==> config.mk <==
export PLATFORM = sky130hd
export DESIGN_NAME = pia_arbiter
export DESIGN_NICKNAME = d
export VERILOG_FILES = /design/src/verilog/pia_pkg.sv /design/src/verilog/pia_arbiter.sv
export SDC_FILE = /design/constraint.sdc
export NUM_CORES = 1
export LEC_CHECK = 0
export BUFFER_PORTS_ARGS = -buffer_cell sky130_fd_sc_hd__buf_2
export CAP_MARGIN = 20
export CORE_UTILIZATION = 40
export CTS_BUF_LIST = sky130_fd_sc_hd__clkbuf_8
export CTS_CLUSTER_DIAMETER = 60
export DETAILED_ROUTE_END_ITERATION = 12
export PLACE_DENSITY_LB_ADDON = 0.2
export SLEW_MARGIN = 10
export SYNTH_ARGS = -nofsm -noshare
export SYNTH_HDL_FRONTEND = slang
export SYNTH_SLANG_ARGS = --single-unit
==> constraint.sdc <==
create_clock -name clk -period 25.9 [get_ports clk]
set_input_delay 0 -clock clk [delete_from_list [all_inputs] [get_ports clk]]
set_output_delay 0 -clock clk [all_outputs]
set_load 0.02 [all_outputs]
==> src/verilog/pia_pkg.sv <==
// pia_pkg: constants, types and register map of the priority interrupt arbiter
// assumes a single 10 MHz clock domain; registers reached over Avalon-MM
package pia_pkg;
	// ---------------------------------------------------------------
	// sources and levels
	// ---------------------------------------------------------------
	localparam int unsigned NUM_SRC    = 16;
	localparam int unsigned LVL_W      = 3;
	localparam int unsigned NUM_EXT    = 3;
	localparam logic [2:0]  LVL_ZERO   = 3'h0;
	localparam logic [2:0]  LVL_TOP    = 3'h7;
	localparam int unsigned PSW_LVL_LO = 8;
	localparam int unsigned PSW_LVL_HI = 10;
	localparam logic [4:0]  SRC_NONE   = 5'h1F;
	localparam logic [4:0]  SRC_WDOG   = 5'h10;
	localparam logic [4:0]  SRC_BREAK  = 5'h11;
	localparam logic [4:0]  SRC_ZDIV   = 5'h12;

	// ---------------------------------------------------------------
	// detection time in phi cycles
	// ---------------------------------------------------------------
	localparam logic [1:0]  DET_SEL_RST = 2'h1;
	localparam logic [2:0]  DET_CYC_0   = 3'h1;
	localparam logic [2:0]  DET_CYC_1   = 3'h2;
	localparam logic [2:0]  DET_CYC_2   = 3'h4;
	localparam logic [2:0]  DET_CYC_3   = 3'h6;

	// ---------------------------------------------------------------
	// register map, byte addresses
	// ---------------------------------------------------------------
	localparam logic [7:0]  ADR_PEND   = 8'h00;
	localparam logic [7:0]  ADR_SET    = 8'h04;
	localparam logic [7:0]  ADR_CLR    = 8'h08;
	localparam logic [7:0]  ADR_LVL_LO = 8'h0C;
	localparam logic [7:0]  ADR_LVL_HI = 8'h10;
	localparam logic [7:0]  ADR_CTRL   = 8'h14;
	localparam logic [7:0]  ADR_STAT   = 8'h18;
	localparam logic [7:0]  ADR_SENSE  = 8'h1C;
	localparam logic [31:0] RD_UNMAPPED = 32'hDEAD_BEEF;
	localparam int unsigned CTRL_MASK  = 0;
	localparam int unsigned CTRL_DET_LO = 1;
	localparam int unsigned CTRL_DET_HI = 2;
	localparam int unsigned CTRL_LVL_LO = 8;
	localparam int unsigned CTRL_LVL_HI = 10;
	localparam logic [31:0] PSW_RST    = 32'h0000_0001;

	typedef enum logic [1:0] {
		PIA_IDLE = 2'b00,
		PIA_WAIT = 2'b01,
		PIA_DONE = 2'b10
	} pia_state_t;

	// winner carried along the comparator chain
	typedef struct packed {
		logic       hit;
		logic [2:0] lvl;
		logic [4:0] src;
	} pia_cand_t;
endpackage
==> src/verilog/pia_arbiter.sv <==
// pia_arbiter: maskable interrupt arbitration with a comparator chain
// assumes request pulses and fetch strobes come from logic on clk
// How it works
// - request flag set on event, cleared at accept
// - software sets or clears single request flags
// - level-sensed pins ignore the stored flag
// - three-bit level per source, zero disables
// - enabled only when level above processor level
// - processor level seven blocks all maskable sources
// - processor level lives in status bits 8-10
// - accept needs mask clear, flag, higher level
// - mask, flags, levels, processor level independent
// - simultaneous requests accepted highest first
// - sixteen programmable, traps and watchdog fixed
// - software traps always taken; code loses a trap to a same-cycle watchdog, and zero divide to break
// - chain from zero passes the higher level
// - ties keep the earlier stage value
// - unaccepted requests stay pending
// - detection starts at fetch, not while busy
// - flags and levels latched at detection start
// - selectable detection wait, two cycles default
// - mask flag set at reset
// - watchdog sets level seven, reset level zero
//
// Local design decisions: the Avalon-MM interface to the registers and the register addresses.
`timescale 1ns/10ps
module pia_arbiter
	#(parameter int unsigned NSRC = pia_pkg::NUM_SRC)
	(
	// clock and reset
	input  wire logic             clk,
	input  wire logic             rstn,
	// avalon-mm slave
	input  wire logic [7:0]       avs_address,
	input  wire logic             avs_read,
	input  wire logic             avs_write,
	input  wire logic [31:0]      avs_writedata,
	output logic      [31:0]      avs_readdata,
	output logic                  avs_waitrequest,
	// peripheral requests, one-cycle pulses; index 0 is pin 0, 15 the converter
	input  wire logic [NSRC-1:0]  src_req,
	// live level of the external request pins, active high after polarity
	input  wire logic [2:0]       external_request_pin,
	// core events
	input  wire logic             opcode_fetch,
	input  wire logic             break_trap,
	input  wire logic             zero_div_trap,
	input  wire logic             wdog_req,
	// acceptance towards the core
	output logic                  irq_accept,
	output logic      [4:0]       irq_src,
	output logic      [2:0]       irq_level
	);

	// ---------------------------------------------------------------
	// registers
	// ---------------------------------------------------------------
	logic [NSRC-1:0]   pend_q;
	logic [NSRC*3-1:0] lvl_q;
	logic              mask_q;
	logic [1:0]        det_sel_q;
	logic [2:0]        ppl_q;
	logic [2:0]        ext_sense_q;
	logic [2:0]        ext_s1_q;
	logic [2:0]        ext_s2_q;
	logic [NSRC-1:0]   snap_req_q;
	logic [NSRC*3-1:0] snap_lvl_q;
	logic [2:0]        det_cnt_q;
	pia_pkg::pia_state_t st_q;
	logic              acc_now;
	logic [4:0]        acc_src;
	logic [2:0]        acc_lvl;

	wire logic bus_wr = avs_write && !avs_waitrequest;
	wire logic bus_rd = avs_read && !avs_waitrequest;

	// ---------------------------------------------------------------
	// external pin synchroniser
	// ---------------------------------------------------------------
	always_ff @(posedge clk or negedge rstn)
	begin
		if (!rstn)
		begin
			ext_s1_q <= 3'h0;
			ext_s2_q <= 3'h0;
		end
		else
		begin
			ext_s1_q <= external_request_pin;
			ext_s2_q <= ext_s1_q;
		end
	end

	// ---------------------------------------------------------------
	// request flags
	// ---------------------------------------------------------------
	// set wins over both the software clear and the acceptance clear,
	// so an event landing in the clearing cycle is never lost
	genvar gi;
	generate
		for (gi = 0; gi < NSRC; gi++)
		begin : g_flag
			always_ff @(posedge clk or negedge rstn)
			begin
				if (!rstn)
					pend_q[gi] <= 1'b0;
				else if (src_req[gi])
					pend_q[gi] <= 1'b1;
				else if (bus_wr && avs_address == pia_pkg::ADR_SET && avs_writedata[gi])
					pend_q[gi] <= 1'b1;
				else if (bus_wr && avs_address == pia_pkg::ADR_CLR && avs_writedata[gi])
					pend_q[gi] <= 1'b0;
				else if (acc_now && acc_src == 5'(gi))
					pend_q[gi] <= 1'b0;
			end
		end
	endgenerate

	// ---------------------------------------------------------------
	// levels, mask, detection select, sense mode
	// ---------------------------------------------------------------
	// each register written alone, no cross effects
	always_ff @(posedge clk or negedge rstn)
	begin
		if (!rstn)
			lvl_q <= '0;
		else if (bus_wr && avs_address == pia_pkg::ADR_LVL_LO)
			lvl_q[23:0] <= avs_writedata[23:0];
		else if (bus_wr && avs_address == pia_pkg::ADR_LVL_HI)
			lvl_q[NSRC*3-1:24] <= avs_writedata[NSRC*3-25:0];
	end

	always_ff @(posedge clk or negedge rstn)
	begin
		if (!rstn)
		begin
			mask_q    <= 1'b1;
			det_sel_q <= pia_pkg::DET_SEL_RST;
		end
		else if (bus_wr && avs_address == pia_pkg::ADR_CTRL)
		begin
			mask_q    <= avs_writedata[pia_pkg::CTRL_MASK];
			det_sel_q <= avs_writedata[pia_pkg::CTRL_DET_HI:pia_pkg::CTRL_DET_LO];
		end
	end

	always_ff @(posedge clk or negedge rstn)
	begin
		if (!rstn)
			ext_sense_q <= 3'h0;
		else if (bus_wr && avs_address == pia_pkg::ADR_SENSE)
			ext_sense_q <= avs_writedata[2:0];
	end

	// processor level: software writes the status word field,
	// acceptance replaces it with the winner's level
	always_ff @(posedge clk or negedge rstn)
	begin
		if (!rstn)
			ppl_q <= pia_pkg::LVL_ZERO;
		else if (wdog_req)
			ppl_q <= pia_pkg::LVL_TOP;
		else if (acc_now)
			ppl_q <= acc_lvl;
		// field in bits 8..10 of the status word
		else if (bus_wr && avs_address == pia_pkg::ADR_CTRL)
			ppl_q <= avs_writedata[pia_pkg::CTRL_LVL_HI:pia_pkg::CTRL_LVL_LO];
	end

	// ---------------------------------------------------------------
	// detection sequencer
	// ---------------------------------------------------------------
	logic [2:0] det_len;
	always_comb
	begin
		unique case (det_sel_q)
			2'h0: det_len = pia_pkg::DET_CYC_0;
			2'h1: det_len = pia_pkg::DET_CYC_1;
			2'h2: det_len = pia_pkg::DET_CYC_2;
			2'h3: det_len = pia_pkg::DET_CYC_3;
		endcase
	end

	logic [NSRC-1:0] live_req;
	generate
		for (gi = 0; gi < NSRC; gi++)
		begin : g_live
			if (gi < pia_pkg::NUM_EXT)
			begin : g_ext
				// level sense reads the pin, not the flag
				assign live_req[gi] = ext_sense_q[gi] ? ext_s2_q[gi] : pend_q[gi];
			end
			else
			begin : g_int
				assign live_req[gi] = pend_q[gi];
			end
		end
	endgenerate

	always_ff @(posedge clk or negedge rstn)
	begin
		if (!rstn)
		begin
			st_q       <= pia_pkg::PIA_IDLE;
			det_cnt_q  <= 3'h0;
			snap_req_q <= '0;
			snap_lvl_q <= '0;
		end
		else
		begin
			unique case (st_q)
				pia_pkg::PIA_IDLE:
					// start only at a fetch when idle
					if (opcode_fetch)
					begin
						snap_req_q <= live_req;
						snap_lvl_q <= lvl_q;
						det_cnt_q  <= det_len;
						st_q       <= pia_pkg::PIA_WAIT;
					end
				pia_pkg::PIA_WAIT:
					if (det_cnt_q == 3'h1)
						st_q <= pia_pkg::PIA_DONE;
					else
						det_cnt_q <= det_cnt_q - 3'h1;
				pia_pkg::PIA_DONE:
					st_q <= pia_pkg::PIA_IDLE;
				default:
					st_q <= pia_pkg::PIA_IDLE;
			endcase
		end
	end

	// ---------------------------------------------------------------
	// comparator chain
	// ---------------------------------------------------------------
	pia_pkg::pia_cand_t chain [NSRC+1];
	assign chain[0] = '{hit: 1'b0, lvl: pia_pkg::LVL_ZERO, src: pia_pkg::SRC_NONE};
	generate
		for (gi = 0; gi < NSRC; gi++)
		begin : g_cmp
			// stage 0 serves the converter, the last stage pin 0
			localparam int unsigned SIDX = NSRC - 1 - gi;
			wire logic [2:0] my_lvl = snap_lvl_q[SIDX*3 +: 3];
			// pass higher of own and incoming level
			// strict compare keeps earlier on ties; level zero never wins
			assign chain[gi+1] = (snap_req_q[SIDX] && my_lvl > chain[gi].lvl)
				? '{hit: 1'b1, lvl: my_lvl, src: 5'(SIDX)} : chain[gi];
		end
	endgenerate
	// the converter enters the chain first, so on equal levels it beats
	// every later stage and pin 0 loses to all of them

	// accept only the winner, one per detection
	// a trap in the same cycle owns the outputs, so the winner stays pending
	assign acc_now = st_q == pia_pkg::PIA_DONE && !mask_q && chain[NSRC].hit
		&& chain[NSRC].lvl > ppl_q && !wdog_req
		&& !break_trap && !zero_div_trap;
	assign acc_src = chain[NSRC].src;
	assign acc_lvl = chain[NSRC].lvl;

	// ---------------------------------------------------------------
	// acceptance outputs
	// ---------------------------------------------------------------
	always_ff @(posedge clk or negedge rstn)
	begin
		if (!rstn)
		begin
			irq_accept <= 1'b0;
			irq_src    <= pia_pkg::SRC_NONE;
			irq_level  <= pia_pkg::LVL_ZERO;
		end
		else if (wdog_req)
		begin
			irq_accept <= 1'b1;
			irq_src    <= pia_pkg::SRC_WDOG;
			irq_level  <= pia_pkg::LVL_TOP;
		end
		else if (break_trap || zero_div_trap)
		begin
			irq_accept <= 1'b1;
			irq_src    <= break_trap ? pia_pkg::SRC_BREAK : pia_pkg::SRC_ZDIV;
			irq_level  <= ppl_q;
		end
		else
		begin
			irq_accept <= acc_now;
			irq_src    <= acc_now ? acc_src : pia_pkg::SRC_NONE;
			irq_level  <= acc_now ? acc_lvl : pia_pkg::LVL_ZERO;
		end
	end

	// ---------------------------------------------------------------
	// bus read side, one wait cycle per access
	// ---------------------------------------------------------------
	logic wait_q;
	always_ff @(posedge clk or negedge rstn)
	begin
		if (!rstn)
			wait_q <= 1'b1;
		else
			wait_q <= !((avs_read || avs_write) && wait_q);
	end
	assign avs_waitrequest = wait_q;

	always_ff @(posedge clk or negedge rstn)
	begin
		if (!rstn)
			avs_readdata <= 32'h0;
		else if (avs_read && wait_q)
		begin
			unique case (avs_address)
				pia_pkg::ADR_PEND:   avs_readdata <= 32'(pend_q);
				pia_pkg::ADR_LVL_LO: avs_readdata <= {8'h0, lvl_q[23:0]};
				pia_pkg::ADR_LVL_HI: avs_readdata <= 32'(lvl_q[NSRC*3-1:24]);
				pia_pkg::ADR_CTRL:   avs_readdata <= {21'h0, ppl_q, 5'h0, det_sel_q, mask_q};
				pia_pkg::ADR_STAT:   avs_readdata <= {22'h0, st_q, ext_s2_q, acc_src};
				pia_pkg::ADR_SENSE:  avs_readdata <= {29'h0, ext_sense_q};
				default:             avs_readdata <= pia_pkg::RD_UNMAPPED;
			endcase
		end
	end

	// ---------------------------------------------------------------
	// checks
	// ---------------------------------------------------------------
	a_mask_blocks: assert property (@(posedge clk) disable iff (!rstn)
		(acc_now |-> !mask_q)) else $error("accept while masked");
	a_level_above: assert property (@(posedge clk) disable iff (!rstn)
		(acc_now |-> acc_lvl > ppl_q)) else $error("accept at or below level");
	a_flag_clears: assert property (@(posedge clk) disable iff (!rstn)
		(acc_now && !src_req[acc_src[3:0]] |=> !pend_q[$past(acc_src[3:0])]))
		else $error("flag kept after accept");
	a_det_wait: assert property (@(posedge clk) disable iff (!rstn)
		(st_q == pia_pkg::PIA_IDLE && opcode_fetch && det_sel_q == 2'h1
		|=> st_q == pia_pkg::PIA_WAIT ##1 st_q == pia_pkg::PIA_WAIT
		##1 st_q == pia_pkg::PIA_DONE)) else $error("detection time wrong");
	a_no_restart: assert property (@(posedge clk) disable iff (!rstn)
		(st_q == pia_pkg::PIA_WAIT |=> $stable(snap_req_q) && $stable(snap_lvl_q)))
		else $error("snapshot changed in detection");
	a_wdog_level: assert property (@(posedge clk) disable iff (!rstn)
		(wdog_req |=> ppl_q == pia_pkg::LVL_TOP && irq_accept)) else $error("watchdog level");
	a_trap_taken: assert property (@(posedge clk) disable iff (!rstn)
		(break_trap |=> irq_accept)) else $error("trap not taken");
	a_accept_ppl: assert property (@(posedge clk) disable iff (!rstn)
		(acc_now && !wdog_req |=> irq_accept && ppl_q == irq_level))
		else $error("level not loaded");
	a_top_blocks: assert property (@(posedge clk) disable iff (!rstn)
		(ppl_q == pia_pkg::LVL_TOP |-> !acc_now)) else $error("level seven leaked");
	a_trap_source: assert property (@(posedge clk) disable iff (!rstn)
		(break_trap && !wdog_req |=> irq_src == pia_pkg::SRC_BREAK))
		else $error("break trap source wrong");
	a_wdog_source: assert property (@(posedge clk) disable iff (!rstn)
		(wdog_req |=> irq_src == pia_pkg::SRC_WDOG))
		else $error("watchdog source wrong");
	a_busy_no_start: assert property (@(posedge clk) disable iff (!rstn)
		(st_q == pia_pkg::PIA_DONE |=> st_q == pia_pkg::PIA_IDLE))
		else $error("detection restarted while busy");
	a_zero_level: assert property (@(posedge clk) disable iff (!rstn)
		(acc_now |-> acc_lvl != pia_pkg::LVL_ZERO))
		else $error("level zero accepted");
endmodule // pia_arbiter

[After elaboration in Yosys (flattened, before gate mapping)]
Index checks and enable logic that the tools add are counted.
Word-level totals
  register bits: 190
  bits of input ports: 67
Operators by class
  add/subtract/negate cells: 1
  magnitude comparators: 17
  equal/unequal tests: 31
  mux-type cells: 103
  bitwise gates (word level): 1
  reductions and logical operators: 113
Operators by type and width (number)
  case mux 32 bit (6 select lines): 1
  two-way mux 9 bit: 16
  logical AND 1 bit: 79
  two-way mux 1 bit: 69
  nonzero test 4 bit: 16
  greater-than comparator 3 bit: 16
  == test 5 x 4 -> 1 bit, second input constant: 8
  == test 8 x 5 -> 1 bit, second input constant: 4
  two-way mux 3 bit: 8
  == test 5 x 3 -> 1 bit, second input constant: 4
  == test 8 x 4 -> 1 bit, second input constant: 2
  two-way mux 5 bit: 3
  case mux 3 bit (4 select lines): 1
  == test 5 x 2 -> 1 bit, second input constant: 2
  == test 8 x 3 -> 1 bit, second input constant: 1
  logical NOT 8 bit: 1
  == test 2 bit, second input constant: 3
  logical NOT 1 bit: 6
  two-way mux 2 bit: 3
  inequality test 2 bit, second input constant: 3
  case mux 3 bit (2 select lines): 1
  AND reduction 2 bit: 3
  == test 5 x 1 -> 1 bit, second input constant: 1
  logical NOT 5 bit: 1
  other kinds (11): 14

[Logic depth before layout (Yosys ltp)]
Gate-level depths: netlist (run 1).
  depth in word-level cells: 58
  depth in mapped cells: 131
  mapped depth without buffers: 128

[Worst setup path after synthesis (run 1)]
OpenSTA, ideal clock, no wires.
  path kind: register to register
  from: reg snap_req_q[15]
  to: reg pend_q[5] (netlist: live_req[5])
  setup time: 0.129 ns
  arrival: 22.139 ns
  path slack: 3.631 ns
  stages on the path, launching flop included: 121
  period minus slack after synthesis: 22.269 ns
  path through: dfrtp_1 -> and2_1 -> buf_2 -> inv_2 -> ha_1 -> or2_1 -> o2111ai_2 -> buf_6 -> o21ai_0 -> ha_1 -> nor2_1 -> maj3_1 -> o21ai_0 -> mux2_2 -> ha_1 -> nor2_1 -> o21ai_0 -> a211oi_1 -> (+85 left out) -> a21oi_1 -> nand3_1 -> a31oi_2 -> nor2_1 -> a21oi_1 -> ha_1 -> nand3_1 -> nand2_1 -> a21oi_1 -> clkbuf_1 -> mux2_2 -> ha_1 -> a311oi_1 -> and2_1 -> buf_2 -> nand3_1 -> o311ai_1 -> nand2_1
Between the ends
  cells in the longest elaborated chain, start to end: 54
  elaborated cells on any way between the ends: 56
  classes of those cells: order compare: 16; eq/ne: 1; mux: 16; reduce/logical: 23
Ends and longest elaborated chain
  start, declared: line pia_arbiter.sv:66  | logic [NSRC-1:0] snap_req_q;
  start signal, assigned: line pia_arbiter.sv:216  | snap_req_q <= live_req;
  logical AND 1 bit (*): line pia_arbiter.sv:247  | assign chain[gi+1] = (snap_req_q[SIDX] && my_lvl > chain[gi].lvl)
  two-way mux 9 bit (*): line pia_arbiter.sv:248  | ? '{hit: 1'b1, lvl: my_lvl, src: 5'(SIDX)} : chain[gi];
  greater-than comparator 3 bit: line pia_arbiter.sv:247
  logical AND 1 bit: line pia_arbiter.sv:247
  two-way mux 9 bit (*): line pia_arbiter.sv:248
  greater-than comparator 3 bit: line pia_arbiter.sv:247
  logical AND 1 bit: line pia_arbiter.sv:247
  two-way mux 9 bit (*): line pia_arbiter.sv:248
  (+36 left out)
  greater-than comparator 3 bit: line pia_arbiter.sv:247
  logical AND 1 bit: line pia_arbiter.sv:247
  two-way mux 9 bit (*): line pia_arbiter.sv:248
  greater-than comparator 3 bit / logical AND 1 bit (equally long branches): line pia_arbiter.sv:257, pia_arbiter.sv:256
  logical AND 1 bit (2 in a row): line pia_arbiter.sv:257  | && chain[NSRC].lvl > ppl_q && !wdog_req
  logical AND 1 bit (2 in a row): line pia_arbiter.sv:258  | && !break_trap && !zero_div_trap;
  logical AND 1 bit (*): line pia_arbiter.sv:113  | else if (acc_now && acc_src == 5'(gi))
  nonzero test 4 bit (no line) (*)
  end signal, assigned by index: line pia_arbiter.sv:110  | pend_q[gi] <= 1'b1;
  end signal, assigned by index: line pia_arbiter.sv:112  | pend_q[gi] <= 1'b0;
  end signal, assigned by index: line pia_arbiter.sv:114  | pend_q[gi] <= 1'b0;
  end, declared: line pia_arbiter.sv:58  | logic [NSRC-1:0] pend_q;
Every way passes the cells marked *; elsewhere a longest branch is shown, timed or not.
A chain may end at the register's enable or synchronous reset.

[Final worst setup path (run 1)]
  from: reg snap_lvl_q[46]
  to: reg pend_q[12] (netlist: live_req[12])
Between the ends
  cells in the longest elaborated chain, start to end: 55
  elaborated cells on any way between the ends: 57
  classes of those cells: order compare: 17; eq/ne: 1; mux: 16; reduce/logical: 23
Ends and longest elaborated chain
  start, declared: line pia_arbiter.sv:67  | logic [NSRC*3-1:0] snap_lvl_q;
  start signal, assigned: line pia_arbiter.sv:217  | snap_lvl_q <= lvl_q;
  greater-than comparator 3 x 1 -> 1 bit: line pia_arbiter.sv:247
  logical AND 1 bit: line pia_arbiter.sv:247
  two-way mux 9 bit (*): line pia_arbiter.sv:248
  greater-than comparator 3 bit: line pia_arbiter.sv:247
  logical AND 1 bit: line pia_arbiter.sv:247
  two-way mux 9 bit (*): line pia_arbiter.sv:248
  greater-than comparator 3 bit: line pia_arbiter.sv:247
  logical AND 1 bit: line pia_arbiter.sv:247
  (+37 left out)
  greater-than comparator 3 bit: line pia_arbiter.sv:247
  logical AND 1 bit: line pia_arbiter.sv:247
  two-way mux 9 bit (*): line pia_arbiter.sv:248
  greater-than comparator 3 bit / logical AND 1 bit (equally long branches): line pia_arbiter.sv:257, pia_arbiter.sv:256
  logical AND 1 bit (2 in a row): line pia_arbiter.sv:257
  logical AND 1 bit (2 in a row): line pia_arbiter.sv:258
  logical AND 1 bit (*): line pia_arbiter.sv:113
  nonzero test 4 bit (no line) (*)
Marked as above.

==> results of run 1 <==
## synthesized netlist by cell type (5+ instances only)
library cell | n | area [sq um]
dfrtp_1 | 175 | 4380
nand2_1 | 116 | 435
mux2_2 | 98 | 1100
nor2_1 | 75 | 282
o21ai_0 | 53 | 265
a21oi_1 | 41 | 205
clkbuf_1 | 37 | 139
inv_1 | 37 | 139
a22oi_1 | 27 | 203
nand3_1 | 27 | 135
ha_1 | 24 | 300
a31oi_1 | 21 | 131
and2_1 | 19 | 119
nor3_1 | 17 | 85.1
a22o_1 | 10 | 87.6
a21boi_0 | 9 | 67.6
mux2i_1 | 9 | 90.1
nand2b_1 | 9 | 56.3
nand4_1 | 9 | 56.3
nor3b_1 | 9 | 67.6
a211oi_1 | 8 | 60.1
a222oi_1 | 8 | 80.1
dfstp_2 | 8 | 210
nor2b_1 | 8 | 50.1
o211ai_1 | 8 | 60.1
o21a_1 | 8 | 60.1
a221o_1 | 7 | 70.1
and3_1 | 7 | 43.8
buf_4 | 7 | 52.6
or2_2 | 7 | 43.8
maj3_1 | 6 | 60.1
o22ai_1 | 6 | 37.5
a21o_1 | 5 | 37.5
a221oi_1 | 5 | 43.8
a311oi_1 | 5 | 43.8
nor4_1 | 5 | 31.3
## layout make-up
class                   instances  area [sq um]  share of cell area, %
inverters                      39           146                   1.15
flip-flops and latches        183          4590                   36.0
clock inverters                15           165                   1.30
repair buffers                201          1460                   11.4
multi-input cells             778          5730                   45.0
clock buffers                  17           234                   1.84
well taps                     335           419                   3.29
## logic make-up (layout without fill, tap and decap cells)
group	Yosys count	count (layout)	synth area share, %
AND/OR/NAND/NOR	339	339	16.1
adder cells (fa/ha/maj)	33	33	3.73
AO/OA/AOI/OAI	295	295	21.4
flip-flops	183	183	43.5
buffers and inverters	90	272	3.77
other	1	2	0.0355
multiplexers	108	108	11.5
XOR/XNOR	1	1	0.0830
## timing repair
action / CTS / global route
setup endpoints to repair: 0 / 29
buffers inserted: 0 / 9
hold buffers: 73 / 0
resized for setup: 0 / 26
endpoints found under the hold margin: 192 / 0
## worst max-delay path, delay by kind of cell (launching register included)
kind,cells,cell delay [ns]
compound gates,49,8.86
fa+ha+maj,23,6.97
simple gates,41,5.34
buf+inv,8,1.54
mux,3,1.16
flops,1,0.43
## where the power goes
| group | total, mW | internal [mW] | switching [mW] |
|---|---|---|---|
| Clock | 0.195 | 0.0728 | 0.122 |
| Sequential | 0.322 | 0.302 | 0.0205 |
| Combinational | 1.19 | 0.443 | 0.747 |
| Total | 1.71 | 0.818 | 0.889 |
## per-stage QoR
stage | hold WS [ns] | setup TNS (ns) | instances | instance area, sq um
after global routing | 0.139 | -0.222 | 1568 | 12700
after detailed placement | 0.110 | 0 | 1454 | 11400
after floorplan | -0.296 | 0 | 1051 | 10600
after CTS | 0.129 | 0 | 1559 | 12600
after global placement | 0.108 | 0 | 1454 | 11400
final | 0.155 | 0 | 1568 | 12700
## worst max path at each step
stage	from	end	slack [ns]
6_report	snap_lvl_q[46]	live_req[12]	1.41
5_1_grt	snap_lvl_q[46]	live_req[12]	-0.10
4_1_cts	snap_lvl_q[47]	live_req[12]	0.21
3_5_place_dp	snap_lvl_q[47]	live_req[12]	0.91
3_3_place_gp	snap_lvl_q[47]	live_req[12]	1.10
2_1_floorplan	snap_req_q[15]	live_req[5]	3.63
## flip-flops by register name, summed over array words and instances, names as in the netlist, 2 cells and up
name,flops
avs_readdata,25
det_cnt_q,3
det_sel_q,2
ext_s1_q,3
ext_s2_q,3
ext_sense_q,3
irq_level,3
irq_src,5
live_req,13
lvl_q,48
pend_q,3
ppl_q,3
snap_lvl_q,48
snap_req_q,16
st_q,2
## layer usage
metal,global-route usage [%],share of wire (%),vias to the layer above
li1,-,-,4230
met1,36.9,49,4588
met5,0,0,-
met2,38.2,46,284
met4,6.05,1.3,0
met3,2.79,4.6,30
==> results_dict.tcl, run 1 <==
set metrics [dict create \
    clk_path_buf_depth 2 \
    arrival_ns 24.85 \
    synth_edf_count 0 \
    start_util_pct 40.6 \
    crit_path_frequent_cell "ha_1" \
    num-fill-cells 2429 \
    ys_seq_elements 183 \
    crit_fanout 8 \
    layout-drive-gt1-share_pct 28.7 \
    maxSlewViolCount 0 \
    regToRegEndpoint "live_req[12]" \
    maxCapViolations 0 \
    dp_slack_ns 0.908 \
    min_period_ns 24.49 \
    overflow 0 \
    reg2reg_from "snap_lvl_q[46]" \
    p_per_area_nw_per_um2 134 \
    wl_per_cell_microns 20.7 \
    drt-initial-drc-count 761 \
    ys_warn_count 0 \
    clock_latency_ns 0.48 \
    drc 0 \
    row_count 59 \
    grt_pass1_vias 8578 \
    clkSinkCount 183 \
    final_cell_mix "dfrtp_1 (175), nand2_1 (116), mux2_2 (98)" \
    synthArstFlopShare_pct 100 \
    crit_type "flop to flop" \
    hp-start "external_request_pin[2]" \
    dieHeight_microns 164 \
    ioPinCount 109 \
    drt_wl_total_microns 32500 \
    coreArea_sq_um 26000 \
    htree_levels 4 \
    cts_made_buffers 17 \
    synthCells 1050 \
    slowest_stage "dlygate4sd3_1" \
    hold-path-endpoint "ext_s1_q[2]" \
    p_leak_nw 5.39 \
    gp_congestion 0.904 \
    status "complete, no violations" \
    grt_pass1_wl_microns 50500 \
    timing.final.crit_share_pct 94.6 \
    reg2regPathDepth 124 \
    cts_tree "done" \
    die-area_sq_um 27000 \
    hold_path.class "input port to flop" \
    crit_path_start_kind "flop" \
    clockRootBuffer "clkbuf_8" \
    antenna_cells 0 \
    synth_cell_type_count 99 \
    crit_path_end_kind "flop" \
    post-dp-hpwl_microns 23100 \
    num_vias 9132 \
    hold_depth 2 \
    netlist_area_sq_um 10600 \
    slew_headroom_pct 22.5 \
    clkTransAtPathRegs_ns 0.12 \
    ys.flop_type "dfrtp_1" \
    crit_path_max_incr_delay_ns 0.56 \
    final_nets 1311 \
    vias_per_cell 5.82 \
    required_ns 26.26 \
    setup_violations 0 \
    power_mw 1.71 \
    ant_nets 0 \
    final.setup.worst_slack_ns 1.41 \
    synthToLayoutAreaGrowth_pct 20.7 \
    drt_first_pass_iters 6 \
    ys_seq_area_share_pct 43.5 \
    worstMarginPinSlew_ns 1.16 \
    ir_drop_mv 0.139 \
    finalClockSkew_ns 0.0231 \
    final_common_cell "dfrtp_1" \
    grt_max_degree 112 \
    grtUsageTotal_pct 24.8 \
    syn_avg_cell_area_sq_um 10.1 \
    numPortBuffers 98 \
    r2r_slack_ns 1.41 \
    fmax_ghz 0.0408 \
    fin_util_pct 49.0 \
    grt_antenna_before_repair 0 \
    die-width_microns 164 \
    hold_viol 0 \
]
Note: power is estimated with default switching activity, not from simulation.
==> run 2, diff against run 1 <==
--- a/config.mk
+++ b/config.mk
@@ -11,6 +11,7 @@
 export CTS_BUF_LIST = sky130_fd_sc_hd__clkbuf_8
 export CTS_CLUSTER_DIAMETER = 60
 export DETAILED_ROUTE_END_ITERATION = 12
+export GPL_TIMING_DRIVEN = 0
 export PLACE_DENSITY_LB_ADDON = 0.2
 export SLEW_MARGIN = 10
 export SYNTH_ARGS = -nofsm -noshare
==> run 2 against run 1 <==
Net effect:
- total power shrank 1.2%
- combinational power is essentially flat
- first-iteration DRC count shrank 14%
- die area is the same
- count of clock-buffer cells in the layout is the same
- hold slack lost 0.10 ns
- routed wire length grew 2.7%
- critical path type unchanged
- largest power group unchanged
==> results_dict.tcl, run 2 (same netlist as run 1, synthesis figures left out) <==
set metrics [dict create \
    status "complete, no violations" \
    seq_area_sq_um 4590 \
    timing.final.crit_share_pct 94.2 \
    p_leak_nw 5.37 \
    crit_type "flop to flop" \
    start_util_pct 40.6 \
    gp_congestion 0.903 \
    crit_start "snap_lvl_q[47]" \
    grt_pass1_vias 8699 \
    dp_slack_ns 0.191 \
    vias_per_cell 5.79 \
    layout-drive-gt1-share_pct 27.4 \
    top_regs "lvl_q x48, snap_lvl_q x48, avs_readdata x25" \
    crit_path_frequent_cell "ha_1" \
    final.setup.worst_slack_ns 1.50 \
    grt_max_degree 64 \
    arrival_ns 24.76 \
    finalClockSkew_ns 0.0136 \
    clkSinkCount 183 \
    wl_per_cell_microns 21.1 \
    reg2reg_from "snap_lvl_q[47]" \
    die-area_sq_um 27000 \
    final_nets 1326 \
    placed_area_sq_um 11500 \
    required_ns 26.26 \
    grt_pass1_wl_microns 51000 \
    ant_nets 0 \
    ir_drop_mv 0.149 \
    clockRootBuffer "clkbuf_8" \
    cts_tree "done" \
    clk_path_buf_depth 2 \
    dieHeight_microns 164 \
    drt_wl_total_microns 33300 \
    fmax_ghz 0.0410 \
    grt_antenna_before_repair 1 \
    grtUsageTotal_pct 25.4 \
    row_count 59 \
    maxSlewViolCount 0 \
    hold_path.class "input port to async pin" \
    num-fill-cells 2500 \
    worstMarginPinSlew_ns 1.02 \
    num_vias 9160 \
    synthToLayoutAreaGrowth_pct 20.0 \
    hold_viol 0 \
    drt_first_pass_iters 5 \
    antenna_cells 0 \
    min_period_ns 24.40 \
    slew_headroom_pct 31.8 \
    die-width_microns 164 \
    htree_levels 4 \
    numPortBuffers 95 \
    multi_input_area_sq_um 5680 \
    clkTransAtPathRegs_ns 0.10 \
    crit_path_end_kind "flop" \
    crit_path_start_kind "flop" \
    cts_made_buffers 17 \
    setup_violations 0 \
    post-dp-hpwl_microns 25200 \
    drc 0 \
    coreArea_sq_um 26000 \
    overflow 0 \
    finalInstanceArea_sq_um 12700 \
    slowest_stage "a2111o_1" \
    clock_latency_ns 0.48 \
    ioPinCount 109 \
    p_per_area_nw_per_um2 133 \
    drt-initial-drc-count 653 \
    crit_fanout 10 \
    final_cell_mix "dfrtp_1 (175), nand2_1 (116), mux2_2 (98)" \
    crit_path_max_incr_delay_ns 0.40 \
    final_common_cell "dfrtp_1" \
    maxCapViolations 0 \
]
==> run 2: cell count changes in the layout (fill, tap and decap cells not counted), sizes merged, moves of 2 or more <==
| cell | change |
|---|---|
| clkbuf | +37 |
| buf | -5 |
| clkinv | -4 |
| inv | +2 |
| dlygate4sd3 | -17 |
==> run 2: routing by layer <==
layer,vias up,routed length [microns],track usage (%)
li1,4253,-,-
met1,4536,15200,35.5
met2,315,15100,38.7
met3,56,2010,4.57
met4,0,1050,10.5
met5,-,0,0
==> run 2: timing repair <==
item / CTS / global route
hold buffers: 56 / 0
hold endpoints to repair: 206 / 0
pin swaps: 0 / 9
gates resized for setup: 1 / 25
buffers inserted: 0 / 10
setup endpoints to repair: 1 / 30
==> run 2: per-stage QoR <==
stage,util [%],instances,total power [mW],setup TNS [ns],hold slack [ns]
after floorplan,-,1051,1.09,0,-0.296
after global placement,44.1,1481,1.36,0,0.109
after detailed placement,44.4,1485,1.36,0,-0.0235
after CTS,48.1,1573,1.57,0,0.0755
after global routing,48.7,1583,1.80,-0.0625,0.115
final,48.7,1583,1.69,0,0.0543
==> run 2: path summary, 6_finish.rpt <==
check                                    to  slack, ns  cells after the start
max in group asynchronous        irq_src[4]      24.79                      4
max                             live_req[5]       1.50                    121
min reg2reg                     ext_s2_q[0]       0.36                      0
max reg2reg                     live_req[5]       1.50                    121
min in group clk                ext_s1_q[0]       0.16                      2
min                        avs_readdata[19]       0.05                      2
==> run 2: power breakdown <==
part           total [mW]  leakage [nW]  switching, mW  internal, mW
clock               0.191         0.194          0.112        0.0785
sequential          0.320          2.20         0.0183         0.301
combinational        1.18          2.97          0.746         0.431
==> run 2: final cells by class <==
class	count	area share (%)
Multi-Input combinational cell	778	44.8
Sequential cell	183	36.2
Timing Repair Buffer	165	9.41
Tap cell	335	3.31
Buffer	51	2.06
Clock buffer	17	1.85
Inverter	39	1.16
Clock inverter	15	1.15
==> run 2: worst max-delay path: cells and delay by family (launching register included) <==
| family | cells | cell delay, ns |
|---|---|---|
| compound gates | 46 | 8.90 |
| fa+ha+maj | 23 | 6.98 |
| buf+inv | 7 | 1.23 |
| flops | 1 | 0.39 |
| mux | 4 | 1.53 |
| simple gates | 41 | 5.22 |
